===== config.mk =====
export PLATFORM = sky130hd
export DESIGN_NAME = exc_prioritizer
export DESIGN_NICKNAME = d
export VERILOG_FILES = /design/src/core/exc_pkg.sv /design/src/core/exc_rank.sv /design/src/core/exc_sync.sv /design/src/core/exc_prioritizer.sv
export SDC_FILE = /design/constraint.sdc
export NUM_CORES = 1
export LEC_CHECK = 0
export ABC_CLOCK_PERIOD_IN_PS = 2300
export BUFFER_PORTS_ARGS = -buffer_cell sky130_fd_sc_hd__buf_2
export CAP_MARGIN = 20
export CORE_MARGIN = 2
export CORE_UTILIZATION = 28
export CTS_CLUSTER_DIAMETER = 200
export CTS_CLUSTER_SIZE = 8
export DETAILED_ROUTE_END_ITERATION = 7
export PLACE_DENSITY = 0.45
export SLEW_MARGIN = 25
export SYNTH_ARGS = -nofsm -noshare
export SYNTH_HDL_FRONTEND = slang
export SYNTH_SLANG_ARGS = --single-unit
export TNS_END_PERCENT = 100

===== constraint.sdc =====
create_clock -name clk -period 2.3 [get_ports clk]
set_input_delay 0.115 -clock clk [delete_from_list [all_inputs] [get_ports clk]]
set_output_delay 0.115 -clock clk [all_outputs]
set_load 0.01 [all_outputs]

===== src/core/exc_pkg.sv =====
// Shared constants for the exception prioritizer
`default_nettype none
package exc_pkg;
  localparam int          NUM_CAUSES   = 14;
  localparam logic [31:0] RESET_VECTOR = 32'hBFC0_0000;
  localparam logic [31:0] DEBUG_VECTOR = 32'hBFC0_0480;
  localparam logic [31:0] GENERAL_OFS  = 32'h0000_0180;
  localparam logic [31:0] EXCEPTION_BASE_ADDRESS_RESET  = 32'h8000_0000;
  localparam logic [4:0]  CODE_INT     = 5'h00;
  localparam logic [4:0]  CODE_TLB_FETCH_MISS    = 5'h02;
  localparam logic [4:0]  CODE_FETCH_ADDRESS_ERROR    = 5'h04;
  localparam logic [4:0]  CODE_IBE     = 5'h06;
  localparam logic [4:0]  CODE_XI      = 5'h14;
  localparam logic [4:0]  CODE_WATCH   = 5'h17;
  localparam logic [4:0]  CODE_MCHK    = 5'h18;
  // Cause indices, highest rank first
  localparam int C_RST  = 0;
  localparam int C_SRST = 1;
  localparam int C_DSS  = 2;
  localparam int C_DEBUG_INTERRUPT = 3;
  localparam int C_NMI  = 4;
  localparam int C_MCHK = 5;
  localparam int C_INT  = 6;
  localparam int C_DWAT = 7;
  localparam int C_DIB  = 8;
  localparam int C_WAT  = 9;
  localparam int C_FETCH_ADDRESS_ERROR = 10;
  localparam int C_TLB_FETCH_MISS = 11;
  localparam int C_XI   = 12;
  localparam int C_IBE  = 13;
  // Register map of the plain register port
  localparam logic [3:0]  ADDR_STATUS = 4'h0;
  localparam logic [3:0]  ADDR_CAUSE  = 4'h1;
  localparam logic [3:0]  ADDR_DEBUG  = 4'h2;
  localparam logic [3:0]  ADDR_EPEND  = 4'h3;
  localparam logic [3:0]  ADDR_EMASK  = 4'h4;
  localparam logic [3:0]  ADDR_EXCEPTION_BASE_ADDRESS  = 4'h5;
  localparam logic [3:0]  ADDR_DCTRL  = 4'h6;
  localparam logic [3:0]  ADDR_TARGET = 4'h7;
  // Status bit positions
  localparam int ST_ERL  = 0;
  localparam int ST_EXL  = 1;
  localparam int ST_NMI  = 2;
  localparam int ST_SR   = 3;
  localparam int ST_MCHK = 4;
  localparam int ST_WP   = 5;
  localparam int ST_BEV  = 6;
  localparam int ST_IPL  = 8;
  // Debug status bit positions
  localparam int DB_DSS  = 0;
  localparam int DB_DEBUG_INTERRUPT = 1;
  localparam int DB_DIB  = 2;
  localparam int DC_BRK  = 0;
  typedef enum logic [2:0] {
    ST_IDLE  = 3'b001,
    ST_TAKE  = 3'b010,
    ST_HOLD  = 3'b100
  } disp_state_t;
endpackage
`default_nettype wire


===== src/core/exc_rank.sv =====
// Fixed-priority picker over the pending exception causes
`default_nettype none
module exc_rank #(
  parameter int N = 14
) (
  input  wire logic [N-1:0] pending,
  output logic      [N-1:0] grant
);
  logic [N:0] seen;
  // Lowest index wins; each stage blocks all lower-ranked causes
  assign seen[0] = 1'b0;
  genvar i;
  generate
    for (i = 0; i < N; i++) begin : g_rank
      assign grant[i]  = pending[i] & ~seen[i];
      assign seen[i+1] = seen[i] | pending[i];
    end
  endgenerate
endmodule // exc_rank
`default_nettype wire


===== src/core/exc_sync.sv =====
// Two-flop synchroniser for pin-level inputs
`default_nettype none
module exc_sync #(
  parameter int W = 2
) (
  input  wire logic         clk,
  input  wire logic         arst_n,
  input  wire logic [W-1:0] din,
  output logic      [W-1:0] dout
);
  logic [W-1:0] meta;
  // First stage is read only by the second
  always_ff @(posedge clk or negedge arst_n) begin
    if (!arst_n) begin
      meta <= '0;
      dout <= '0;
    end else begin
      meta <= din;
      dout <= meta;
    end
  end
endmodule // exc_sync
`default_nettype wire


===== src/core/exc_prioritizer.sv =====
// Exception ranking, dispatch and status recording for the core
// How it works
// RL1 - Causes ranked reset first, fetch bus error last
// RL2 - Reset: reset vector, boot select, error level
// RL3 - Soft reset: also sets soft reset flag
// RL4 - Single step: debug vector, single step bit
// RL5 - Debug interrupt from pin or break bit
// RL6 - NMI: reset vector, boot, nmi, error level
// RL7 - Machine check: general vector, flags, code 18h
// RL8 - Interrupt: priority level, code zero, own vector
// RL9 - Deferred watch: general vector, pending, code 17h
// RL10 - Instruction break: debug vector, break bit
// RL11 - Watch fetch: general vector, exl, code 17h
// RL12 - Address error: general vector, exl, code 04h
// RL13 - TLB miss: code 2, vector by exl
// RL14 - Execute inhibit: general vector, exl, code 14h
// RL15 - Bus error: general vector, exl, code 06h
// RL16 - Only top cause taken, code recorded
`default_nettype none
module exc_prioritizer
  import exc_pkg::*;
(
  input  wire logic        clk,
  input  wire logic        arst_n,
  input  wire logic        master_clear_n,
  input  wire logic        nmi_pin,
  input  wire logic        external_debug_request_input,
  input  wire logic        soft_reset_req,
  input  wire logic        debug_single_step_req,
  input  wire logic        tlb_write_conflict,
  input  wire logic        irq_req,
  input  wire logic [2:0]  irq_level,
  input  wire logic [31:0] irq_vector,
  input  wire logic        watch_deferred,
  input  wire logic        debug_break_match,
  input  wire logic        watch_fetch_hit,
  input  wire logic        fetch_address_error,
  input  wire logic        tlb_fetch_miss,
  input  wire logic        execute_inhibit_hit,
  input  wire logic        instruction_bus_error,
  input  wire logic        eret,
  input  wire logic [3:0]  reg_addr,
  input  wire logic [31:0] reg_wdata,
  input  wire logic        reg_we,
  input  wire logic        reg_re,
  output logic      [31:0] reg_rdata,
  output logic             exc_take,
  output logic      [31:0] exc_target,
  output logic      [4:0]  exception_cause_code,
  output logic             irq_out
);
  import exc_pkg::*;

  // ************************************************************
  // Pin synchronisation
  // ************************************************************
  logic [2:0] pin_sync;
  logic       master_clear_pin_n_s;
  logic       nmi_s;
  logic       dbg_pin_s;
  exc_sync #(.W(3)) u_sync (
    .clk    (clk),
    .arst_n (arst_n),
    .din    ({~master_clear_n, nmi_pin, external_debug_request_input}),
    .dout   (pin_sync)
  );
  assign master_clear_pin_n_s  = ~pin_sync[2];
  assign nmi_s     = pin_sync[1];
  assign dbg_pin_s = pin_sync[0];

  // ************************************************************
  // Registers and power-on state
  // ************************************************************
  logic [15:0]     status;
  logic [4:0]      cause_q;
  logic [2:0]      debug_status;
  logic [NUM_CAUSES-1:0] ev_pend;
  logic [NUM_CAUSES-1:0] ev_mask;
  logic [31:0]     exception_base_address;
  logic [31:0]     target_q;
  logic            debug_control_register;
  logic            por_pending;
  logic            nmi_prev;

  // ************************************************************
  // Cause collection and ranking
  // ************************************************************
  logic [NUM_CAUSES-1:0] pending;
  logic [NUM_CAUSES-1:0] grant;
  logic                  nmi_rise;
  assign nmi_rise = nmi_s & ~nmi_prev;

  // RL5 debug interrupt from pin or software break bit
  always_comb begin
    pending         = '0;
    pending[C_RST]  = por_pending | ~master_clear_pin_n_s;
    pending[C_SRST] = soft_reset_req;
    pending[C_DSS]  = debug_single_step_req;
    pending[C_DEBUG_INTERRUPT] = dbg_pin_s | debug_control_register;
    pending[C_NMI]  = nmi_rise;
    pending[C_MCHK] = tlb_write_conflict;
    pending[C_INT]  = irq_req;
    pending[C_DWAT] = watch_deferred;
    pending[C_DIB]  = debug_break_match;
    pending[C_WAT]  = watch_fetch_hit;
    pending[C_FETCH_ADDRESS_ERROR] = fetch_address_error;
    pending[C_TLB_FETCH_MISS] = tlb_fetch_miss;
    pending[C_XI]   = execute_inhibit_hit;
    pending[C_IBE]  = instruction_bus_error;
  end

  // RL1 fixed rank, lowest index highest
  exc_rank #(.N(NUM_CAUSES)) u_rank (
    .pending (pending),
    .grant   (grant)
  );

  // ************************************************************
  // Target, code and status update for the granted cause
  // ************************************************************
  logic [31:0] next_target;
  logic [4:0]  next_code;
  logic        code_valid;
  logic [31:0] general_vec;
  assign general_vec = exception_base_address + GENERAL_OFS;

  // RL16 one winner; code only where defined
  always_comb begin
    next_target = general_vec;
    next_code   = cause_q;
    code_valid  = 1'b0;
    if (grant[C_RST] | grant[C_SRST] | grant[C_NMI]) begin
      next_target = RESET_VECTOR;
    end else if (grant[C_DSS] | grant[C_DEBUG_INTERRUPT] | grant[C_DIB]) begin
      next_target = DEBUG_VECTOR;
    end else if (grant[C_MCHK]) begin
      next_code  = CODE_MCHK;
      code_valid = 1'b1;
    end else if (grant[C_INT]) begin
      // RL8 vector comes from the interrupt controller
      next_target = irq_vector;
      next_code   = CODE_INT;
      code_valid  = 1'b1;
    end else if (grant[C_DWAT] | grant[C_WAT]) begin
      next_code  = CODE_WATCH;
      code_valid = 1'b1;
    end else if (grant[C_FETCH_ADDRESS_ERROR]) begin
      next_code  = CODE_FETCH_ADDRESS_ERROR;
      code_valid = 1'b1;
    end else if (grant[C_TLB_FETCH_MISS]) begin
      // RL13 vector depends on exl
      next_target = status[ST_EXL] ? general_vec : exception_base_address;
      next_code   = CODE_TLB_FETCH_MISS;
      code_valid  = 1'b1;
    end else if (grant[C_XI]) begin
      next_code  = CODE_XI;
      code_valid = 1'b1;
    end else if (grant[C_IBE]) begin
      next_code  = CODE_IBE;
      code_valid = 1'b1;
    end
  end

  // Power-on reset is taken as an exception on the first clock
  always_ff @(posedge clk or negedge arst_n) begin
    if (!arst_n) begin
      por_pending <= 1'b1;
      nmi_prev    <= 1'b0;
    end else begin
      por_pending <= 1'b0;
      nmi_prev    <= nmi_s;
    end
  end

  // Dispatch outputs registered one cycle after the cause
  always_ff @(posedge clk or negedge arst_n) begin
    if (!arst_n) begin
      exc_take             <= 1'b0;
      exc_target           <= '0;
      target_q             <= '0;
      exception_cause_code <= '0;
      cause_q              <= '0;
    end else begin
      exc_take <= |pending;
      if (|pending) begin
        exc_target <= next_target;
        target_q   <= next_target;
      end
      if (code_valid) begin
        exception_cause_code <= next_code;
        cause_q              <= next_code;
      end
    end
  end

  // Status bits per cause; eret clears exl or erl
  always_ff @(posedge clk or negedge arst_n) begin
    if (!arst_n) begin
      status <= '0;
    end else if (grant[C_RST]) begin
      // RL2 boot select and error level
      status             <= '0;
      status[ST_BEV]     <= 1'b1;
      status[ST_ERL]     <= 1'b1;
    end else if (grant[C_SRST]) begin
      // RL3 soft reset adds its flag
      status[ST_BEV] <= 1'b1;
      status[ST_SR]  <= 1'b1;
      status[ST_ERL] <= 1'b1;
    end else if (grant[C_NMI]) begin
      // RL6 nmi flag with boot and error level
      status[ST_BEV] <= 1'b1;
      status[ST_NMI] <= 1'b1;
      status[ST_ERL] <= 1'b1;
    end else if (grant[C_MCHK]) begin
      // RL7 machine check and exl
      status[ST_MCHK] <= 1'b1;
      status[ST_EXL]  <= 1'b1;
    end else if (grant[C_INT]) begin
      // RL8 priority level updated
      status[ST_IPL+:3] <= irq_level;
    end else if (grant[C_DWAT]) begin
      // RL9 watch pending and exl
      status[ST_WP]  <= 1'b1;
      status[ST_EXL] <= 1'b1;
    end else if (grant[C_WAT] | grant[C_FETCH_ADDRESS_ERROR] | grant[C_XI] | grant[C_IBE]) begin
      // RL11 RL12 RL14 RL15 exl set
      status[ST_EXL] <= 1'b1;
    end else if (~|grant && reg_we && reg_addr == ADDR_STATUS) begin // Any cause wins
      status <= reg_wdata[15:0];
    end else if (~|grant && eret) begin
      if (status[ST_ERL]) begin
        status[ST_ERL] <= 1'b0;
      end else begin
        status[ST_EXL] <= 1'b0;
      end
    end
  end

  // Debug status leaves ordinary status alone
  always_ff @(posedge clk or negedge arst_n) begin
    if (!arst_n) begin
      debug_status <= '0;
    end else begin
      // RL4 single step bit
      if (grant[C_DSS]) begin
        debug_status <= 3'b001 << DB_DSS;
      // RL5 debug interrupt bit
      end else if (grant[C_DEBUG_INTERRUPT]) begin
        debug_status <= 3'b001 << DB_DEBUG_INTERRUPT;
      // RL10 instruction break bit
      end else if (grant[C_DIB]) begin
        debug_status <= 3'b001 << DB_DIB;
      end else if (reg_we && reg_addr == ADDR_DEBUG) begin
        debug_status <= reg_wdata[2:0];
      end
    end
  end

  // Break request bit clears once its interrupt is taken
  always_ff @(posedge clk or negedge arst_n) begin
    if (!arst_n) begin
      debug_control_register <= 1'b0;
    end else if (reg_we && reg_addr == ADDR_DCTRL) begin
      debug_control_register <= reg_wdata[DC_BRK];
    end else if (grant[C_DEBUG_INTERRUPT]) begin
      debug_control_register <= 1'b0;
    end
  end

  // ************************************************************
  // Event flags, mask and interrupt output
  // ************************************************************
  logic rd_pend;
  assign rd_pend = reg_re && (reg_addr == ADDR_EPEND);

  // Set wins over the read-clear so no event is lost
  always_ff @(posedge clk or negedge arst_n) begin
    if (!arst_n) begin
      ev_pend <= '0;
    end else begin
      ev_pend <= (rd_pend ? '0 : ev_pend) | grant;
    end
  end

  always_ff @(posedge clk or negedge arst_n) begin
    if (!arst_n) begin
      ev_mask                <= '0;
      exception_base_address <= EXCEPTION_BASE_ADDRESS_RESET;
    end else if (reg_we && reg_addr == ADDR_EMASK) begin
      ev_mask <= reg_wdata[NUM_CAUSES-1:0];
    end else if (reg_we && reg_addr == ADDR_EXCEPTION_BASE_ADDRESS) begin
      exception_base_address <= {reg_wdata[31:12], 12'h000};
    end
  end

  // Registered level interrupt
  always_ff @(posedge clk or negedge arst_n) begin
    if (!arst_n) begin
      irq_out <= 1'b0;
    end else begin
      irq_out <= |(((rd_pend ? '0 : ev_pend) | grant) & ev_mask);
    end
  end

  // ************************************************************
  // Register read port, data one cycle after strobe
  // ************************************************************
  always_ff @(posedge clk or negedge arst_n) begin
    if (!arst_n) begin
      reg_rdata <= '0;
    end else if (reg_re) begin
      if (reg_addr == ADDR_STATUS) begin
        reg_rdata <= {16'h0000, status};
      end else if (reg_addr == ADDR_CAUSE) begin
        reg_rdata <= {25'h0, cause_q, 2'h0};
      end else if (reg_addr == ADDR_DEBUG) begin
        reg_rdata <= {29'h0, debug_status};
      end else if (reg_addr == ADDR_EPEND) begin
        reg_rdata <= {18'h0, ev_pend};
      end else if (reg_addr == ADDR_EMASK) begin
        reg_rdata <= {18'h0, ev_mask};
      end else if (reg_addr == ADDR_EXCEPTION_BASE_ADDRESS) begin
        reg_rdata <= exception_base_address;
      end else if (reg_addr == ADDR_DCTRL) begin
        reg_rdata <= {31'h0, debug_control_register};
      end else if (reg_addr == ADDR_TARGET) begin
        reg_rdata <= target_q;
      end else begin
        reg_rdata <= '0;
      end
    end else begin
      reg_rdata <= '0;
    end
  end
endmodule // exc_prioritizer
`default_nettype wire


==> impl_metrics.ini <==
[run_status]
outcome = completed

[placement]
placed_area_um2 = 8070
hpwl_mm = 17.8
place_congestion = 0.934
io_buffers = 160

[sta]
relSlewSlack_pct = 54.2
rsz0062_at_grt = true
fin_skew_ns = 0.0113
finalHoldViolCount = 0
fin_crit_ns = 2.26
final_max_slew_viol_count = 0
fin_crit_sh_pct = 98.4
hold_ws_ns = 0.0297
fmax_ghz = 0.442
finalSetupViolations = 0
tightest_slew_ns = 0.684

[die]
die_w_um = 157
die_area_um2 = 24600
initial_core_util_pct = 28.8
die_h_um = 157
num_rows = 55
core_area_um2 = 22800
ios = 161

[logic_synthesis]
ys_seq_area_share_pct = 56.2
ys_warn_count = 0
synthArstFlopShare_pct = 100
synth_flop_cell = dfrtp_1
synth_edf_count = 0
yosys_register_bits = 147
synth_area_um2 = 6550
syn_nets = 708
netlist_instances = 618
syn_avg_cell_area_um2 = 10.6
synth.distinct_cells = 59

[routing]
wl_per_cell_um = 20.5
route.detailed.drc = 0
drtAntennaViolNets = 0
vias_per_cell = 5.02
routed_wl_mm = 24.8
via_count = 6078
drt_iter0_drc = 650
firstDrtPassIters = 7

[global_route]
grt_antenna_before_repair = 0
overflow = 0
gr-usage-all-layers_pct = 20.6
grt_busiest_layer = met2
grt_max_degree = 57
grt_pass1_wl_mm = 37.6
use_met2_pct = 32.8
grt_util_met3_pct = 4.07
grt_pass1_vias = 6266
grt_util_met1_pct = 28.3

[cells_and_area]
final_common_cell = buf_2
post-route-cell-area_um2 = 9400
multi_input_area_um2 = 2710
area_delta_synth_final_pct = 43.5
diodes = 0
ff_latch_area_um2 = 3680
fill_cells = 2271
fin_nets = 975
drive_gt1_share_pct = 34.4
layout_common_cells = buf_2 (159), dfrtp_1 (145), nand2_1 (90)

[clocking]
clock_latency_ns = 0.43
cts_buffers = 17
cts_root_buffer = clkbuf_16
cts.sinks = 147
clk_pin_slew_ns = 0.07
h-tree-depth = 4
cts_tree = yes
clk_path_buf_depth = 2

[setup_path]
crit_arrival_ns = 2.58
start_kind = flop
path_max_fanout = 2
cp.required_ns = 2.62
end_kind = flop
path_class = flop to flop

[hold_path]
hold_class = input pin to flop

[power]
powerDensity_nw_per_um2 = 718
leakagePower_nw = 4.34
ir_drop_mv = 0.408

[job]
drv_cap = 0
==> cells in the mapped netlist (11+ instances only) <==
cell type	n	area, um2
a21oi_1	29	145
a22o_1	15	131
a22oi_1	27	203
a31oi_1	16	100
clkbuf_1	26	97.6
dfrtp_1	145	3630
inv_1	12	45.0
mux2_2	38	428
mux2i_1	17	170
nand2_1	90	338
nor2_1	54	203
nor3_1	11	55.1
o21ai_0	20	100
o21ai_1	11	55.1
==> sequential cells by signal, summed over array words and instances (netlist names), 3 cells and up <==
| name | count |
|---|---|
| exception_base_address | 20 |
| target_q | 32 |
| status | 16 |
| ev_mask | 14 |
| u_sync.meta | 3 |
| cause_q | 5 |
| reg_rdata | 32 |
| debug_status | 3 |
| u_sync.dout | 3 |
| ev_pend | 14 |
==> stage by stage <==
step	utilization, %	setup WS (ns)	std cells	TNS (ns)	power, mW
finish	41.2	0.0363	1211	0	6.74
global route	41.2	-0.0483	1211	-0.0483	7.04
CTS	41.1	-0.0339	1210	-0.0339	6.80
detailed placement	35.4	-0.141	1110	-0.477	3.88
global placement	35.4	-0.181	1110	-0.413	3.86
floorplan	-	-0.0904	618	-1.96	3.42
==> where the power goes <==
| part | switching (mW) | internal [mW] |
|---|---|---|
| combinational | 0.431 | 0.450 |
| clock | 1.26 | 1.55 |
| sequential | 0.235 | 2.81 |
| total | 1.93 | 4.81 |
==> critical path: stages (launching register included) <==
cell	delay, ns
dfstp_2	0.37
or4_4	0.48
or4_4	0.53
buf_6	0.14
or4_4	0.40
a32oi_1	0.16
o21ai_1	0.07
==> final timing paths <==
kind / from / endpoint / slack [ns] / depth (start not counted)
worst max-delay path: por_pending / target_q[7] / 0.04 / 6
worst min-delay path: irq_vector[7] / target_q[7] / 0.03 / 3
worst max register to register: por_pending / target_q[7] / 0.04 / 6
worst min register to register: u_sync.meta[1] / u_sync.dout[1] / 0.35 / 0
max in group asynchronous: arst_n / exception_base_address[31] / 1.35 / 3
min in group asynchronous: arst_n / u_sync.meta[1] / 0.22 / 2
==> cells by family (layout without fill, tap and decap cells) <==
kind of cell	Yosys count	in the layout	synth area share [%]
other	1	1	0.0573
DFF	147	147	56.2
muxes	55	55	9.13
AOI/OAI and AO/OA	161	161	17.0
and+or+nand+nor	204	205	14.3
buffers and inverters	50	329	3.27
==> per-layer routing <==
metal	vias up	wire length, um	part of all wire, %
met2	241	11700	47
met3	35	1480	6.0
met5	-	0	0
met4	0	550	2.2
li1	2788	-	-
met1	3014	11000	45
==> area by class of cell <==
type                    count  share of cell area (%)
clock inverters            14                    1.76
inverters                  14                   0.559
multi-input cells         422                    28.8
repair buffers            283                    20.9
flip-flops and latches    147                    39.2
clock buffers              18                    4.57
well taps                 313                    4.17
==> repair_timing <==
action | 4_1_cts | 5_1_grt
setup buffers | 1 | 1
gates resized for setup | 4 | 5
pin swaps | 7 | 4
hold endpoints to repair | 132 | 0
endpoints found under the setup margin | 32 | 11
hold buffers | 66 | 0
cloned | 1 | 0
(Power assumes the default switching activity.)
